[config.mk]
export PLATFORM = sky130hd
export DESIGN_NAME = counter_array
export DESIGN_NICKNAME = d
export VERILOG_FILES = /design/src/hdl/cca_pkg.sv /design/src/hdl/cc_link_if.sv /design/src/hdl/edge_sync.sv /design/src/hdl/cc_unit.sv /design/src/hdl/counter_array.sv
export SDC_FILE = /design/constraint.sdc
export NUM_CORES = 1
export LEC_CHECK = 0
export BUFFER_PORTS_ARGS = -buffer_cell sky130_fd_sc_hd__buf_2
export CAP_MARGIN = 30
export CORE_ASPECT_RATIO = 2
export CORE_MARGIN = 3
export CORE_UTILIZATION = 35
export DETAILED_ROUTE_END_ITERATION = 12
export GPL_ROUTABILITY_DRIVEN = 0
export GPL_TIMING_DRIVEN = 0
export PLACE_DENSITY = 0.51
export SYNTH_ARGS = -nofsm -noshare
export SYNTH_HDL_FRONTEND = slang
export SYNTH_SLANG_ARGS = --single-unit
[constraint.sdc]
create_clock -name clk -period 2.8 [get_ports clk]
set_input_delay 0.42 -clock clk [delete_from_list [all_inputs] [get_ports clk]]
set_output_delay 0.42 -clock clk [all_outputs]
set_load 0.005 [all_outputs]
[src/hdl/cca_pkg.sv]
/*
 counter array package: register map, field positions, timebase codes
 and the capture/compare mode decoder. assumes a 32-bit word bus.
*/
`default_nettype none
package cca_pkg;
	localparam int NUM_MODULES = 5;    // capture/compare modules
	localparam int CNT_W = 16;         // counter and module value width
	localparam int BYTE_W = 8;         // byte of counter or value
	localparam int MM_W = 7;           // module mode register width
	localparam int PRE_W = 4;          // prescaler width
	localparam int DIV12 = 12;         // slow system clock divider
	localparam int DIV4 = 4;           // fast system clock divider
	localparam int WORD_STEP = 4;      // bytes per register
	localparam logic [CNT_W-1:0] CNT_MAX = 16'hffff;
	localparam logic [BYTE_W-1:0] LOW_MAX = 8'hff;
	// timebase select codes
	localparam logic [1:0] TB_DIV12 = 2'h0;
	localparam logic [1:0] TB_DIV4 = 2'h1;
	localparam logic [1:0] TB_T0 = 2'h2;
	localparam logic [1:0] TB_EXT = 2'h3;
	// register byte offsets
	localparam logic [5:0] OFS_CTRL = 6'h00;
	localparam logic [5:0] OFS_MODE = 6'h04;
	localparam logic [5:0] OFS_COUNT = 6'h08;
	localparam logic [5:0] OFS_IRQEN = 6'h0c;
	localparam logic [5:0] OFS_STATUS = 6'h10;
	localparam logic [5:0] OFS_MMODE = 6'h14;
	localparam logic [5:0] OFS_MVAL = 6'h28;
	// field positions
	localparam int CTRL_OVF = 7;
	localparam int CTRL_RUN = 6;
	localparam int MODE_SEL = 1;
	localparam int MODE_OVF_IE = 0;
	localparam int IRQ_GLOBAL = 0;
	localparam int IRQ_GROUP = 1;
	localparam int MM_CMP = 6;
	localparam int MM_RISE = 5;
	localparam int MM_FALL = 4;
	localparam int MM_MATCH = 3;
	localparam int MM_TOG = 2;
	localparam int MM_PWM = 1;
	localparam int MM_IE = 0;

	typedef enum {CC_IDLE, CC_CAPTURE, CC_SWTIMER, CC_HSO, CC_PWM} cc_mode_t;

	// mode bits to operating mode; interrupt enable never matters
	function automatic cc_mode_t decode_mode(input logic [MM_W-1:0] m);
		cc_mode_t md;
		md = CC_IDLE;
		// capture edges
		if (!m[MM_MATCH] && !m[MM_TOG] && !m[MM_PWM] && (m[MM_RISE] || m[MM_FALL]))
			md = CC_CAPTURE;
		// pulse width, match ignored
		else if (m[MM_CMP] && m[MM_PWM] && !m[MM_RISE] && !m[MM_FALL] && !m[MM_TOG])
			md = CC_PWM;
		// software timer or toggle
		else if (m[MM_CMP] && m[MM_MATCH] && !m[MM_RISE] && !m[MM_FALL] && !m[MM_PWM])
			md = m[MM_TOG] ? CC_HSO : CC_SWTIMER;
		return md;
	endfunction
endpackage
`default_nettype wire

[src/hdl/cc_link_if.sv]
/*
 link between the array core and one capture/compare unit.
 assumes both ends run on the same clock.
*/
`timescale 1ns/1ns
`default_nettype none
interface cc_link_if;
	import cca_pkg::*;
	logic [CNT_W-1:0] count;   // shared counter value
	logic cnt_new;             // counter advanced last edge
	logic low_wrap;            // low byte wrapped last edge
	logic [MM_W-1:0] mode;     // module mode bits
	logic wr_en;               // software value write pulse
	logic [CNT_W-1:0] wr_data; // software value
	logic rise;                // qualified rising edge on the line
	logic fall;                // qualified falling edge on the line
	logic [CNT_W-1:0] value;   // module value
	logic event_p;             // capture or match pulse
	logic level;               // driven line level
	modport core (output count, cnt_new, low_wrap, mode, wr_en, wr_data, rise, fall,
		input value, event_p, level);
	modport unit (input count, cnt_new, low_wrap, mode, wr_en, wr_data, rise, fall,
		output value, event_p, level);
endinterface
`default_nettype wire

[src/hdl/edge_sync.sv]
/*
 two-stage synchroniser with edge pulses per bit.
 assumes inputs may change at any time relative to clk.
*/
`timescale 1ns/1ns
`default_nettype none
module edge_sync #(
	parameter int W = 1
) (
	input wire logic clk,
	input wire logic sys_rst,
	input wire logic [W-1:0] din,
	output logic [W-1:0] rise,
	output logic [W-1:0] fall
);
	typedef struct packed {
		logic [W-1:0] s1;  // first stage, read only by s2
		logic [W-1:0] s2;  // settled stage
		logic [W-1:0] s3;  // previous settled value
	} sync_t;
	sync_t st_ff, nxt_st;

	// shift chain
	always_comb
	begin
		nxt_st = st_ff;
		nxt_st.s1 = din;
		nxt_st.s2 = st_ff.s1;
		nxt_st.s3 = st_ff.s2;
	end

	always_ff @(posedge clk)
	begin
		if (sys_rst)
			st_ff <= '0;
		else
			st_ff <= nxt_st;
	end

	// one pulse per settled edge
	assign rise = st_ff.s2 & ~st_ff.s3;
	assign fall = ~st_ff.s2 & st_ff.s3;
endmodule
`default_nettype wire

[src/hdl/cc_unit.sv]
/*
 one capture/compare unit: value register, mode actions, line level.
 assumes the core hands it qualified edges and counter step pulses.
*/
`timescale 1ns/1ns
`default_nettype none
module cc_unit
	import cca_pkg::*;
(
	input wire logic clk,
	input wire logic sys_rst,
	cc_link_if.unit lnk
);
	typedef struct packed {
		logic [CNT_W-1:0] value; // capture/compare value
		logic level;             // output line level
	} unit_t;
	unit_t st_ff, nxt_st;
	cc_mode_t md;   // decoded mode
	logic ev;       // event this cycle
	logic hit;      // full compare match on a new count

	assign md = decode_mode(lnk.mode);
	assign hit = lnk.cnt_new && (lnk.count == st_ff.value);

	// each unit acts alone
	always_comb
	begin
		nxt_st = st_ff;
		ev = 1'b0;
		if (lnk.wr_en)
			nxt_st.value = lnk.wr_data;
		case (md)
			CC_CAPTURE:
			begin
				// copy counter on edge
				if ((lnk.rise && lnk.mode[MM_RISE]) || (lnk.fall && lnk.mode[MM_FALL]))
				begin
					nxt_st.value = lnk.count;
					ev = 1'b1;
				end
			end
			CC_SWTIMER:
			begin
				// flag on equality
				if (hit)
					ev = 1'b1;
			end
			CC_HSO:
			begin
				// invert line on match
				if (hit)
				begin
					ev = 1'b1;
					nxt_st.level = ~st_ff.level;
				end
			end
			CC_PWM:
			begin
				// low on wrap, reload, high on match
				if (lnk.low_wrap)
				begin
					nxt_st.level = 1'b0;
					nxt_st.value[BYTE_W-1:0] = nxt_st.value[CNT_W-1:BYTE_W];
				end
				else if (lnk.cnt_new && lnk.count[BYTE_W-1:0] == st_ff.value[BYTE_W-1:0])
					nxt_st.level = 1'b1;
			end
			default:
				;
		endcase
	end

	always_ff @(posedge clk)
	begin
		if (sys_rst)
			st_ff <= '0;
		else
			st_ff <= nxt_st;
	end

	assign lnk.value = st_ff.value;
	assign lnk.level = st_ff.level;
	assign lnk.event_p = ev;

	a_capture_value: assert property (@(posedge clk) disable iff (sys_rst)
		(md == CC_CAPTURE && ev) |=> st_ff.value == $past(lnk.count))
		else $error("capture did not store the counter");
	a_hso_toggle: assert property (@(posedge clk) disable iff (sys_rst)
		(md == CC_HSO && lnk.cnt_new && lnk.count == st_ff.value) |=> st_ff.level != $past(st_ff.level))
		else $error("high-speed output did not toggle");
	a_pwm_wrap: assert property (@(posedge clk) disable iff (sys_rst)
		(md == CC_PWM && lnk.low_wrap && !lnk.wr_en)
		|=> !st_ff.level && st_ff.value[BYTE_W-1:0] == $past(st_ff.value[CNT_W-1:BYTE_W]))
		else $error("pulse width wrap wrong");
endmodule
`default_nettype wire

[src/hdl/counter_array.sv]
/*
 programmable counter array top: shared counter, timebase, flags,
 interrupt request and an avalon-mm slave with waitrequest.
 assumes synchronous pins and a master that holds its request.
*/
// The Avalon-MM interface to the registers and the register offsets are this design's own decisions.
// Behaviour
// one 16-bit counter, five modules
// line reaches pin only if crossbar enabled
// counter ticks from one of four timebases
// each module works alone in four modes
// capture edge chosen by rise/fall enables
// compare plus match selects software timer
// toggle gives fast output, pwm gives pulses
// module enable gates its flag interrupt
// global and group enables gate requests
// capture copies counter into module value
// capture sets flag, may request interrupt
// flags stay set until software clears
// software timer flags on counter equality
// core uses registers only
// select code 00 /12, 01 /4, 10 t0, 11 ext
// counter wrap sets overflow flag
// fast output inverts line on match
// pwm high on match, low on wrap
// pins pass two flip-flops before edges
// hardware set beats software clear
`timescale 1ns/1ns
`default_nettype none
module counter_array
	import cca_pkg::*;
(
	input wire logic clk,
	input wire logic sys_rst,
	input wire logic [5:0] av_address,
	input wire logic av_read,
	input wire logic av_write,
	input wire logic [31:0] av_writedata,
	output logic [31:0] av_readdata,
	output logic av_waitrequest,
	input wire logic timer0_overflow,
	input wire logic external_count_input,
	input wire logic [NUM_MODULES-1:0] crossbar_enable,
	input wire logic [NUM_MODULES-1:0] module_io_in,
	output logic [NUM_MODULES-1:0] module_io_out,
	output logic [NUM_MODULES-1:0] module_io_oe_n,
	output logic irq
);
	typedef struct packed {
		logic [CNT_W-1:0] count;                  // shared counter
		logic [PRE_W-1:0] pre;                    // clock prescaler
		logic cnt_new;                            // counter advanced
		logic low_wrap;                           // low byte wrapped
		logic run;                                // counter run
		logic ovf_flag;                           // counter overflow flag
		logic [NUM_MODULES-1:0] flags;            // module event flags
		logic [1:0] tb_sel;                       // timebase select
		logic ovf_ie;                             // overflow irq enable
		logic glob_ie;                            // global irq enable
		logic grp_ie;                             // array group irq enable
		logic [NUM_MODULES-1:0][MM_W-1:0] mmode;  // module mode registers
		logic waitreq;                            // bus wait
		logic [31:0] rdata;                       // bus read data
		logic irq;                                // interrupt request
		logic [NUM_MODULES-1:0] io_out;           // line levels
		logic [NUM_MODULES-1:0] io_oe_n;          // line drive enables
	} core_t;
	core_t st_ff, nxt_st;

	logic req;                           // bus request present
	logic wr_take;                       // write takes effect now
	logic tick;                          // timebase pulse
	logic adv;                           // counter advances
	logic [PRE_W-1:0] pre_lim;           // prescaler last value
	logic [31:0] rd_word;                // read mux
	logic [NUM_MODULES-1:0] mval_wr;     // value write strobes
	logic [NUM_MODULES-1:0] ev_vec;      // unit events
	logic [NUM_MODULES-1:0] lvl_vec;     // unit line levels
	logic [NUM_MODULES-1:0] drive_vec;   // unit drives its line
	logic [NUM_MODULES-1:0] ie_vec;      // module irq enables
	logic [NUM_MODULES-1:0] edge_rise;   // synchronised rises
	logic [NUM_MODULES-1:0] edge_fall;   // synchronised falls
	logic ext_fall;                      // external count falling edge
	logic ext_fall_unused;               // rising count edge has no use
	logic [CNT_W-1:0] val_vec [NUM_MODULES];  // unit values
	cc_link_if lnk [NUM_MODULES] ();

	// synchronise lines and count input
	edge_sync #(.W(NUM_MODULES + 1)) u_sync (
		.clk(clk),
		.sys_rst(sys_rst),
		.din({external_count_input, module_io_in}),
		.rise({ext_fall_unused, edge_rise}),
		.fall({ext_fall, edge_fall})
	);

	// five units on the shared counter
	for (genvar i = 0; i < NUM_MODULES; i++)
	begin : g_mod
		assign lnk[i].count = st_ff.count;
		assign lnk[i].cnt_new = st_ff.cnt_new;
		assign lnk[i].low_wrap = st_ff.low_wrap;
		assign lnk[i].mode = st_ff.mmode[i];
		assign lnk[i].wr_en = mval_wr[i];
		assign lnk[i].wr_data = av_writedata[CNT_W-1:0];
		// edges count only through an enabled crossbar
		assign lnk[i].rise = edge_rise[i] & crossbar_enable[i];
		assign lnk[i].fall = edge_fall[i] & crossbar_enable[i];
		assign ev_vec[i] = lnk[i].event_p;
		assign lvl_vec[i] = lnk[i].level;
		assign val_vec[i] = lnk[i].value;
		assign ie_vec[i] = st_ff.mmode[i][MM_IE];
		assign drive_vec[i] = (decode_mode(st_ff.mmode[i]) == CC_HSO) ||
			(decode_mode(st_ff.mmode[i]) == CC_PWM);
		cc_unit u_unit (
			.clk(clk),
			.sys_rst(sys_rst),
			.lnk(lnk[i])
		);
	end

	// next state of the whole core
	always_comb
	begin
		nxt_st = st_ff;
		req = av_read | av_write;
		wr_take = av_write & ~st_ff.waitreq;
		mval_wr = '0;
		// prescaler limit and timebase choice
		pre_lim = (st_ff.tb_sel == TB_DIV4) ? PRE_W'(DIV4 - 1) : PRE_W'(DIV12 - 1);
		nxt_st.pre = (st_ff.pre >= pre_lim) ? '0 : st_ff.pre + 1'b1;
		case (st_ff.tb_sel)
			TB_DIV12:
				tick = (st_ff.pre >= pre_lim);
			TB_DIV4:
				tick = (st_ff.pre >= pre_lim);
			TB_T0:
				tick = timer0_overflow;
			default:
				tick = ext_fall;
		endcase
		// counter steps only while running
		adv = st_ff.run & tick;
		nxt_st.cnt_new = adv;
		nxt_st.low_wrap = adv && (st_ff.count[BYTE_W-1:0] == LOW_MAX);
		if (adv)
			nxt_st.count = st_ff.count + 1'b1;
		// read mux, unmapped words read zero
		rd_word = '0;
		case (av_address)
			OFS_CTRL:
			begin
				rd_word[CTRL_OVF] = st_ff.ovf_flag;
				rd_word[CTRL_RUN] = st_ff.run;
				rd_word[NUM_MODULES-1:0] = st_ff.flags;
			end
			OFS_MODE:
			begin
				rd_word[MODE_SEL +: 2] = st_ff.tb_sel;
				rd_word[MODE_OVF_IE] = st_ff.ovf_ie;
			end
			OFS_COUNT:
				rd_word[CNT_W-1:0] = st_ff.count;
			OFS_IRQEN:
			begin
				rd_word[IRQ_GLOBAL] = st_ff.glob_ie;
				rd_word[IRQ_GROUP] = st_ff.grp_ie;
			end
			OFS_STATUS:
				rd_word[NUM_MODULES:0] = {st_ff.io_out, st_ff.irq};
			default:
			begin
				for (int i = 0; i < NUM_MODULES; i++)
				begin
					if (av_address == OFS_MMODE + 6'(WORD_STEP * i))
						rd_word[MM_W-1:0] = st_ff.mmode[i];
					if (av_address == OFS_MVAL + 6'(WORD_STEP * i))
						rd_word[CNT_W-1:0] = val_vec[i];
				end
			end
		endcase
		// one wait cycle then answer
		nxt_st.waitreq = ~(req & st_ff.waitreq);
		if (req && st_ff.waitreq)
			nxt_st.rdata = rd_word;
		// register writes at the taking edge
		if (wr_take)
		begin
			case (av_address)
				OFS_CTRL:
				begin
					nxt_st.ovf_flag = av_writedata[CTRL_OVF];
					nxt_st.run = av_writedata[CTRL_RUN];
					nxt_st.flags = av_writedata[NUM_MODULES-1:0];
				end
				OFS_MODE:
				begin
					nxt_st.tb_sel = av_writedata[MODE_SEL +: 2];
					nxt_st.ovf_ie = av_writedata[MODE_OVF_IE];
				end
				OFS_COUNT:
					nxt_st.count = av_writedata[CNT_W-1:0];
				OFS_IRQEN:
				begin
					nxt_st.glob_ie = av_writedata[IRQ_GLOBAL];
					nxt_st.grp_ie = av_writedata[IRQ_GROUP];
				end
				default:
				begin
					for (int i = 0; i < NUM_MODULES; i++)
					begin
						if (av_address == OFS_MMODE + 6'(WORD_STEP * i))
							nxt_st.mmode[i] = av_writedata[MM_W-1:0];
						if (av_address == OFS_MVAL + 6'(WORD_STEP * i))
							mval_wr[i] = 1'b1;
					end
				end
			endcase
		end
		// hardware sets after software writes
		// events set module flags
		// nothing but software clears
		nxt_st.flags = nxt_st.flags | ev_vec;
		// wrap sets overflow flag
		if (adv && st_ff.count == CNT_MAX)
			nxt_st.ovf_flag = 1'b1;
		// per-module gating
		// global and group gating
		nxt_st.irq = st_ff.glob_ie && st_ff.grp_ie &&
			((|(st_ff.flags & ie_vec)) || (st_ff.ovf_flag && st_ff.ovf_ie));
		// drive only through an enabled crossbar
		nxt_st.io_out = lvl_vec;
		nxt_st.io_oe_n = ~(drive_vec & crossbar_enable);
	end

	// state register
	always_ff @(posedge clk)
	begin
		if (sys_rst)
		begin
			st_ff <= '0;
			st_ff.waitreq <= 1'b1;
			st_ff.io_oe_n <= '1;
		end
		else
			st_ff <= nxt_st;
	end

	assign av_readdata = st_ff.rdata;
	assign av_waitrequest = st_ff.waitreq;
	assign module_io_out = st_ff.io_out;
	assign module_io_oe_n = st_ff.io_oe_n;
	assign irq = st_ff.irq;

	a_flag_set_wins: assert property (@(posedge clk) disable iff (sys_rst)
		(wr_take && av_address == OFS_CTRL && |ev_vec) |=> (st_ff.flags & $past(ev_vec)) == $past(ev_vec))
		else $error("event lost against a clear");
	a_flag_sticky: assert property (@(posedge clk) disable iff (sys_rst)
		!(wr_take && av_address == OFS_CTRL) |=> (st_ff.flags & $past(st_ff.flags)) == $past(st_ff.flags))
		else $error("flag cleared by hardware");
	a_overflow_flag: assert property (@(posedge clk) disable iff (sys_rst)
		(adv && st_ff.count == CNT_MAX && !(wr_take && av_address == OFS_COUNT))
		|=> st_ff.ovf_flag && st_ff.count == '0)
		else $error("wrap did not set overflow");
	a_irq_gate: assert property (@(posedge clk) disable iff (sys_rst)
		!(st_ff.glob_ie && st_ff.grp_ie) |=> !st_ff.irq)
		else $error("request while disabled");
	a_irq_source: assert property (@(posedge clk) disable iff (sys_rst)
		st_ff.irq |-> $past(|(st_ff.flags & ie_vec)) || ($past(st_ff.ovf_flag) && $past(st_ff.ovf_ie)))
		else $error("request without enabled flag");
	a_div4_spacing: assert property (@(posedge clk) disable iff (sys_rst)
		(tick && st_ff.tb_sel == TB_DIV4) ##1 (st_ff.tb_sel == TB_DIV4)[*4]
		|-> tick && $past(tick, 1) == 1'b0 && $past(tick, 2) == 1'b0 && $past(tick, 3) == 1'b0)
		else $error("divide by four spacing wrong");
	a_run_hold: assert property (@(posedge clk) disable iff (sys_rst)
		(!st_ff.run && !(wr_take && av_address == OFS_COUNT)) |=> $stable(st_ff.count))
		else $error("counter moved while stopped");
	a_bus_answer: assert property (@(posedge clk) disable iff (sys_rst)
		(req && st_ff.waitreq) |=> !st_ff.waitreq ##1 st_ff.waitreq)
		else $error("bus answer not one cycle");
	a_event_flag: assert property (@(posedge clk) disable iff (sys_rst)
		|ev_vec |=> (st_ff.flags & $past(ev_vec)) == $past(ev_vec))
		else $error("event did not set flag");
endmodule
`default_nettype wire

==> impl_results.md <==
- Outcome: complete, no violations
- Crit share post-route: roughly 95%
- Root Buffer: clkbuf_16
- DRC viols: 0
- Synth Area in Simple Gates: 20.6%
- First-pass GRT wire length: about 74000 um
- Detail Placement HPWL: around 40000 um
- CP max stage cell: nor4_1
- Critical Path Sink Type: flip-flop
- Critical path class: reg2reg
- Mapped cell area: around 11000 um^2
- Area Growth Syn to Fin: 13.8%
- GR Overflow Total: 0
- Post-Synthesis Cells: 1333
- Routed WL: around 50000 um
- Initial Util: between 30 and 40%
- Initial antenna violation count: 1
- Pins over their slew limit: 0
- Core Box Area: between 30000 and 40000 um^2
- Hold WC Path Type: in2reg
- Port buffer count: between 60 and 70
- Clock Tree Buf Depth: 2
- Worst path arrival time: approximately 3 ns
- Post-route minimum period: between 2 and 3 ns
- Worst-Skew Late Latency: around 0.47 ns
- Fill cells: around 3.4k
- Fmax: between 0.3 and 0.4 GHz
- Wire length per cell: 27.3 um
- Die area: between 30000 and 40000 um^2
- DRT iter0 DRCs: roughly 1.0k
- Total track usage: just under 30%
- Yosys warnings: 0
- Largest family of logic cells by synthesized area: simple AND/OR/NAND/NOR gates
- Area of the multi-input gates: 6450 um^2
- PD cells: around 460 nW/um^2
- Setup slack, reg-to-reg: between 0.15 and 0.2 ns
- Post-synthesis mux area share: around 9.9%
- TritonCTS clock tree: yes
- Max-cap violations: 0
- Worst reg2reg startpoint: lnk[0].count[15]
- Max stage delay on crit path: approximately 0.53 ns
- Distinct cell type count after synthesis: 77
- Worst setup SP type: flip-flop
- Post-Place Cell Area: 12200 um^2
- Register bit total from synthesis: 200
- Pin count of the biggest net entering global routing: 17
- EDFF count, synth: 0
- Critical path peak fanout: 10
- Leakage: ~5.3 nW
- TritonRoute pass-1 iters: 5
- Worst vdd ir: 0.000413 V
- Worst setup path end: g_mod[2].u_unit.lnk.level
- # IOs: 98
- Worst r2r dst: g_mod[2].u_unit.lnk.level
- Worst-path clk slew: about 0.07 ns
- Vias in the first global route: approximately 11k
- Synth Flop Type: dfxtp_1
- Setup violators final: 0
- Finished layout cell area: between 10000 and 15000 um^2
- Syn_area_per_cell: ~8.4 um^2
- CP Data Required Time: around 3.1 ns
- Nets: roughly 1.5k
- Clock Skew: roughly 0.013 ns
- Asr flop ratio synth: 0%
- CTS Buf Count: 17
- Synth Area in Compound Gates: between 10% and 20%
- FF/Latch Area: roughly 4000 um^2
- Cts hold-fix bufs: 0
- Setup TNS: 0 ns
- Routed Antenna Nets: 0
- H-tree levels: 4
- Final Hold Vio Count: 0
- Cells on worst reg2reg path: 7
- DR vias: about 11k
- Die Y: approximately 260 um
- Setup bufs post-CTS: 0
- Post-Synth XOR/XNOR Area: around 7.7%
- Worst Tran Pin Value: ~1.1 ns
- Seq/Total Area, Yosys: a little over a third
- Die W: 132 um
- RSZ-0062 raised after global routing: no
- Critical Path Source: lnk[0].count[15]
- # rows: 92
- ANT cells: 0
- DR vias/cell: 5.83
- Crit-path most repeated cell: nand4_1
- CTS Sinks: 200
- Synth Area in Adders: less than 1%
- Relative slew margins: between 20 and 30%
- Share of layout cells above drive strength 1: between 10% and 20%
- Worst-path cell chain: clkbuf_2 > xnor2_1 > nand4_1 > nor4_1 > nand4_1 > xor2_1 > a2111oi_0
[metal layers]
metal / global-route usage (%) / routed length [um] / up-vias
li1: - / - / 4914
met5: 0 / 12 / -
met1: 29.3 / 17100 / 5106
met3: 5.06 / 2850 / 273
met4: 28.7 / 6220 / 2
met2: 51.1 / 24900 / 607
[cell type report]
class,instances,area share (%)
Buffer,150,6.23
Tap cell,423,4.15
Sequential cell,200,31.4
Multi-Input combinational cell,992,50.6
Timing Repair Buffer,68,3.00
Inverter,6,0.177
Clock inverter,7,0.530
Clock buffer,24,3.86
[where the power goes]
group / internal (W) / switching [W]
logic: 0.000153 / 0.000322
clock network: 0.00132 / 0.00116
registers: 0.00288 / 0.0000220
[layout by cell type, fill, tap and decap left out, drive strengths merged, types with 14 or more instances in the layout]
cell type	synthesis	final
dfxtp	200	200
buf	78	144
nand2	138	138
nor2	128	128
clkbuf	72	98
mux2i	86	86
a21oi	60	60
xor2	50	50
o21ai	50	50
xnor2	49	49
a211oi	48	48
nor2b	37	37
nand3	37	37
a22oi	34	34
nor3	26	26
a221oi	22	22
nand4	21	21
mux2	18	18
conb	1	16
and2	14	14
[stage by stage]
step	util (%)	worst slack [ns]	std cells	hold slack [ns]	total power [W]
2_1_floorplan	-	0.650	1348	0.414	0.00320
3_3_place_gp	38.4	-0.127	1834	0.416	0.00342
3_5_place_dp	38.6	-0.110	1838	0.423	0.00343
4_1_cts	40.3	0.0297	1869	0.146	0.00588
5_1_grt	40.4	0.00398	1870	0.152	0.00602
6_report	40.4	0.152	1870	0.164	0.00585
[kinds of logic after synthesis]
group,after synthesis
buffers and inverters,156
muxes,106
other,1
AOI/OAI and AO/OA,302
DFF,200
xor gates and xnor gates,99
adders and majority gates,3
and+or+nand+nor,466
[state kept, by name, indices dropped and copies added (netlist names), 5 cells and up]
register and count:
lnk.mode 35, u_sync.nxt_st 12, u_sync.st_ff 6, av_readdata 16, module_io_oe_n 5, module_io_out 5, lnk.count 16, st_ff 16
g_mod.u_unit.lnk.value 80, g_mod.u_unit.lnk.level 5
[critical path, delay by kind of cell (launching register included)]
kind	cells	cell delay, ns
buf+inv	1	0.39
compound gates	1	0.41
simple gates	3	0.89
flops	1	0.46
xor+xnor	2	0.37
[cell usage after synthesis, types with 8 or more instances]
cell type | number | area share [%]
a22oi_1 | 34 | 2.3
buf_2 | 23 | 1.0
nand4_1 | 21 | 1.2
a21o_1 | 10 | 0.67
nand3b_1 | 9 | 0.60
a21oi_1 | 60 | 2.7
nor4_1 | 10 | 0.56
a2bb2oi_1 | 9 | 0.70
dfxtp_1 | 200 | 36
nor2b_1 | 37 | 2.1
o22ai_1 | 9 | 0.50
and2_1 | 14 | 0.78
nand3_1 | 37 | 1.7
mux2i_1 | 86 | 7.7
a211oi_1 | 48 | 3.2
clkbuf_1 | 71 | 2.4
xnor2_1 | 49 | 3.8
nor3_1 | 25 | 1.1
buf_4 | 43 | 2.9
and3_1 | 12 | 0.67
a221oi_1 | 22 | 1.7
a31oi_1 | 10 | 0.56
o21a_1 | 10 | 0.67
o21ai_0 | 48 | 2.1
nor4b_1 | 9 | 0.70
buf_1 | 8 | 0.27
nor2_1 | 124 | 4.2
nand2_1 | 135 | 4.5
xor2_1 | 50 | 3.9
mux2_2 | 18 | 1.8
[worst min-delay path by stage]
stage / from / end / cells after the start
3_3_place_gp: u_sync.nxt_st[6] / u_sync.nxt_st[0] / 1
4_1_cts: module_io_in[0] / u_sync.nxt_st[6] / 2
2_1_floorplan: u_sync.nxt_st[6] / u_sync.nxt_st[0] / 1
3_5_place_dp: u_sync.nxt_st[8] / u_sync.nxt_st[2] / 1
5_1_grt: crossbar_enable[1] / module_io_oe_n[1] / 2
6_report: module_io_in[0] / u_sync.nxt_st[6] / 2
[what timing repair did]
| action | 4_1_cts | 5_1_grt |
|---|---|---|
| hold endpoints to repair | 0 | 0 |
| gates cloned | 0 | 0 |
| endpoints found under the setup margin | 1 | 4 |
| gates resized for setup | 2 | 12 |
No activity file was read; power rests on OpenSTA's default activity.
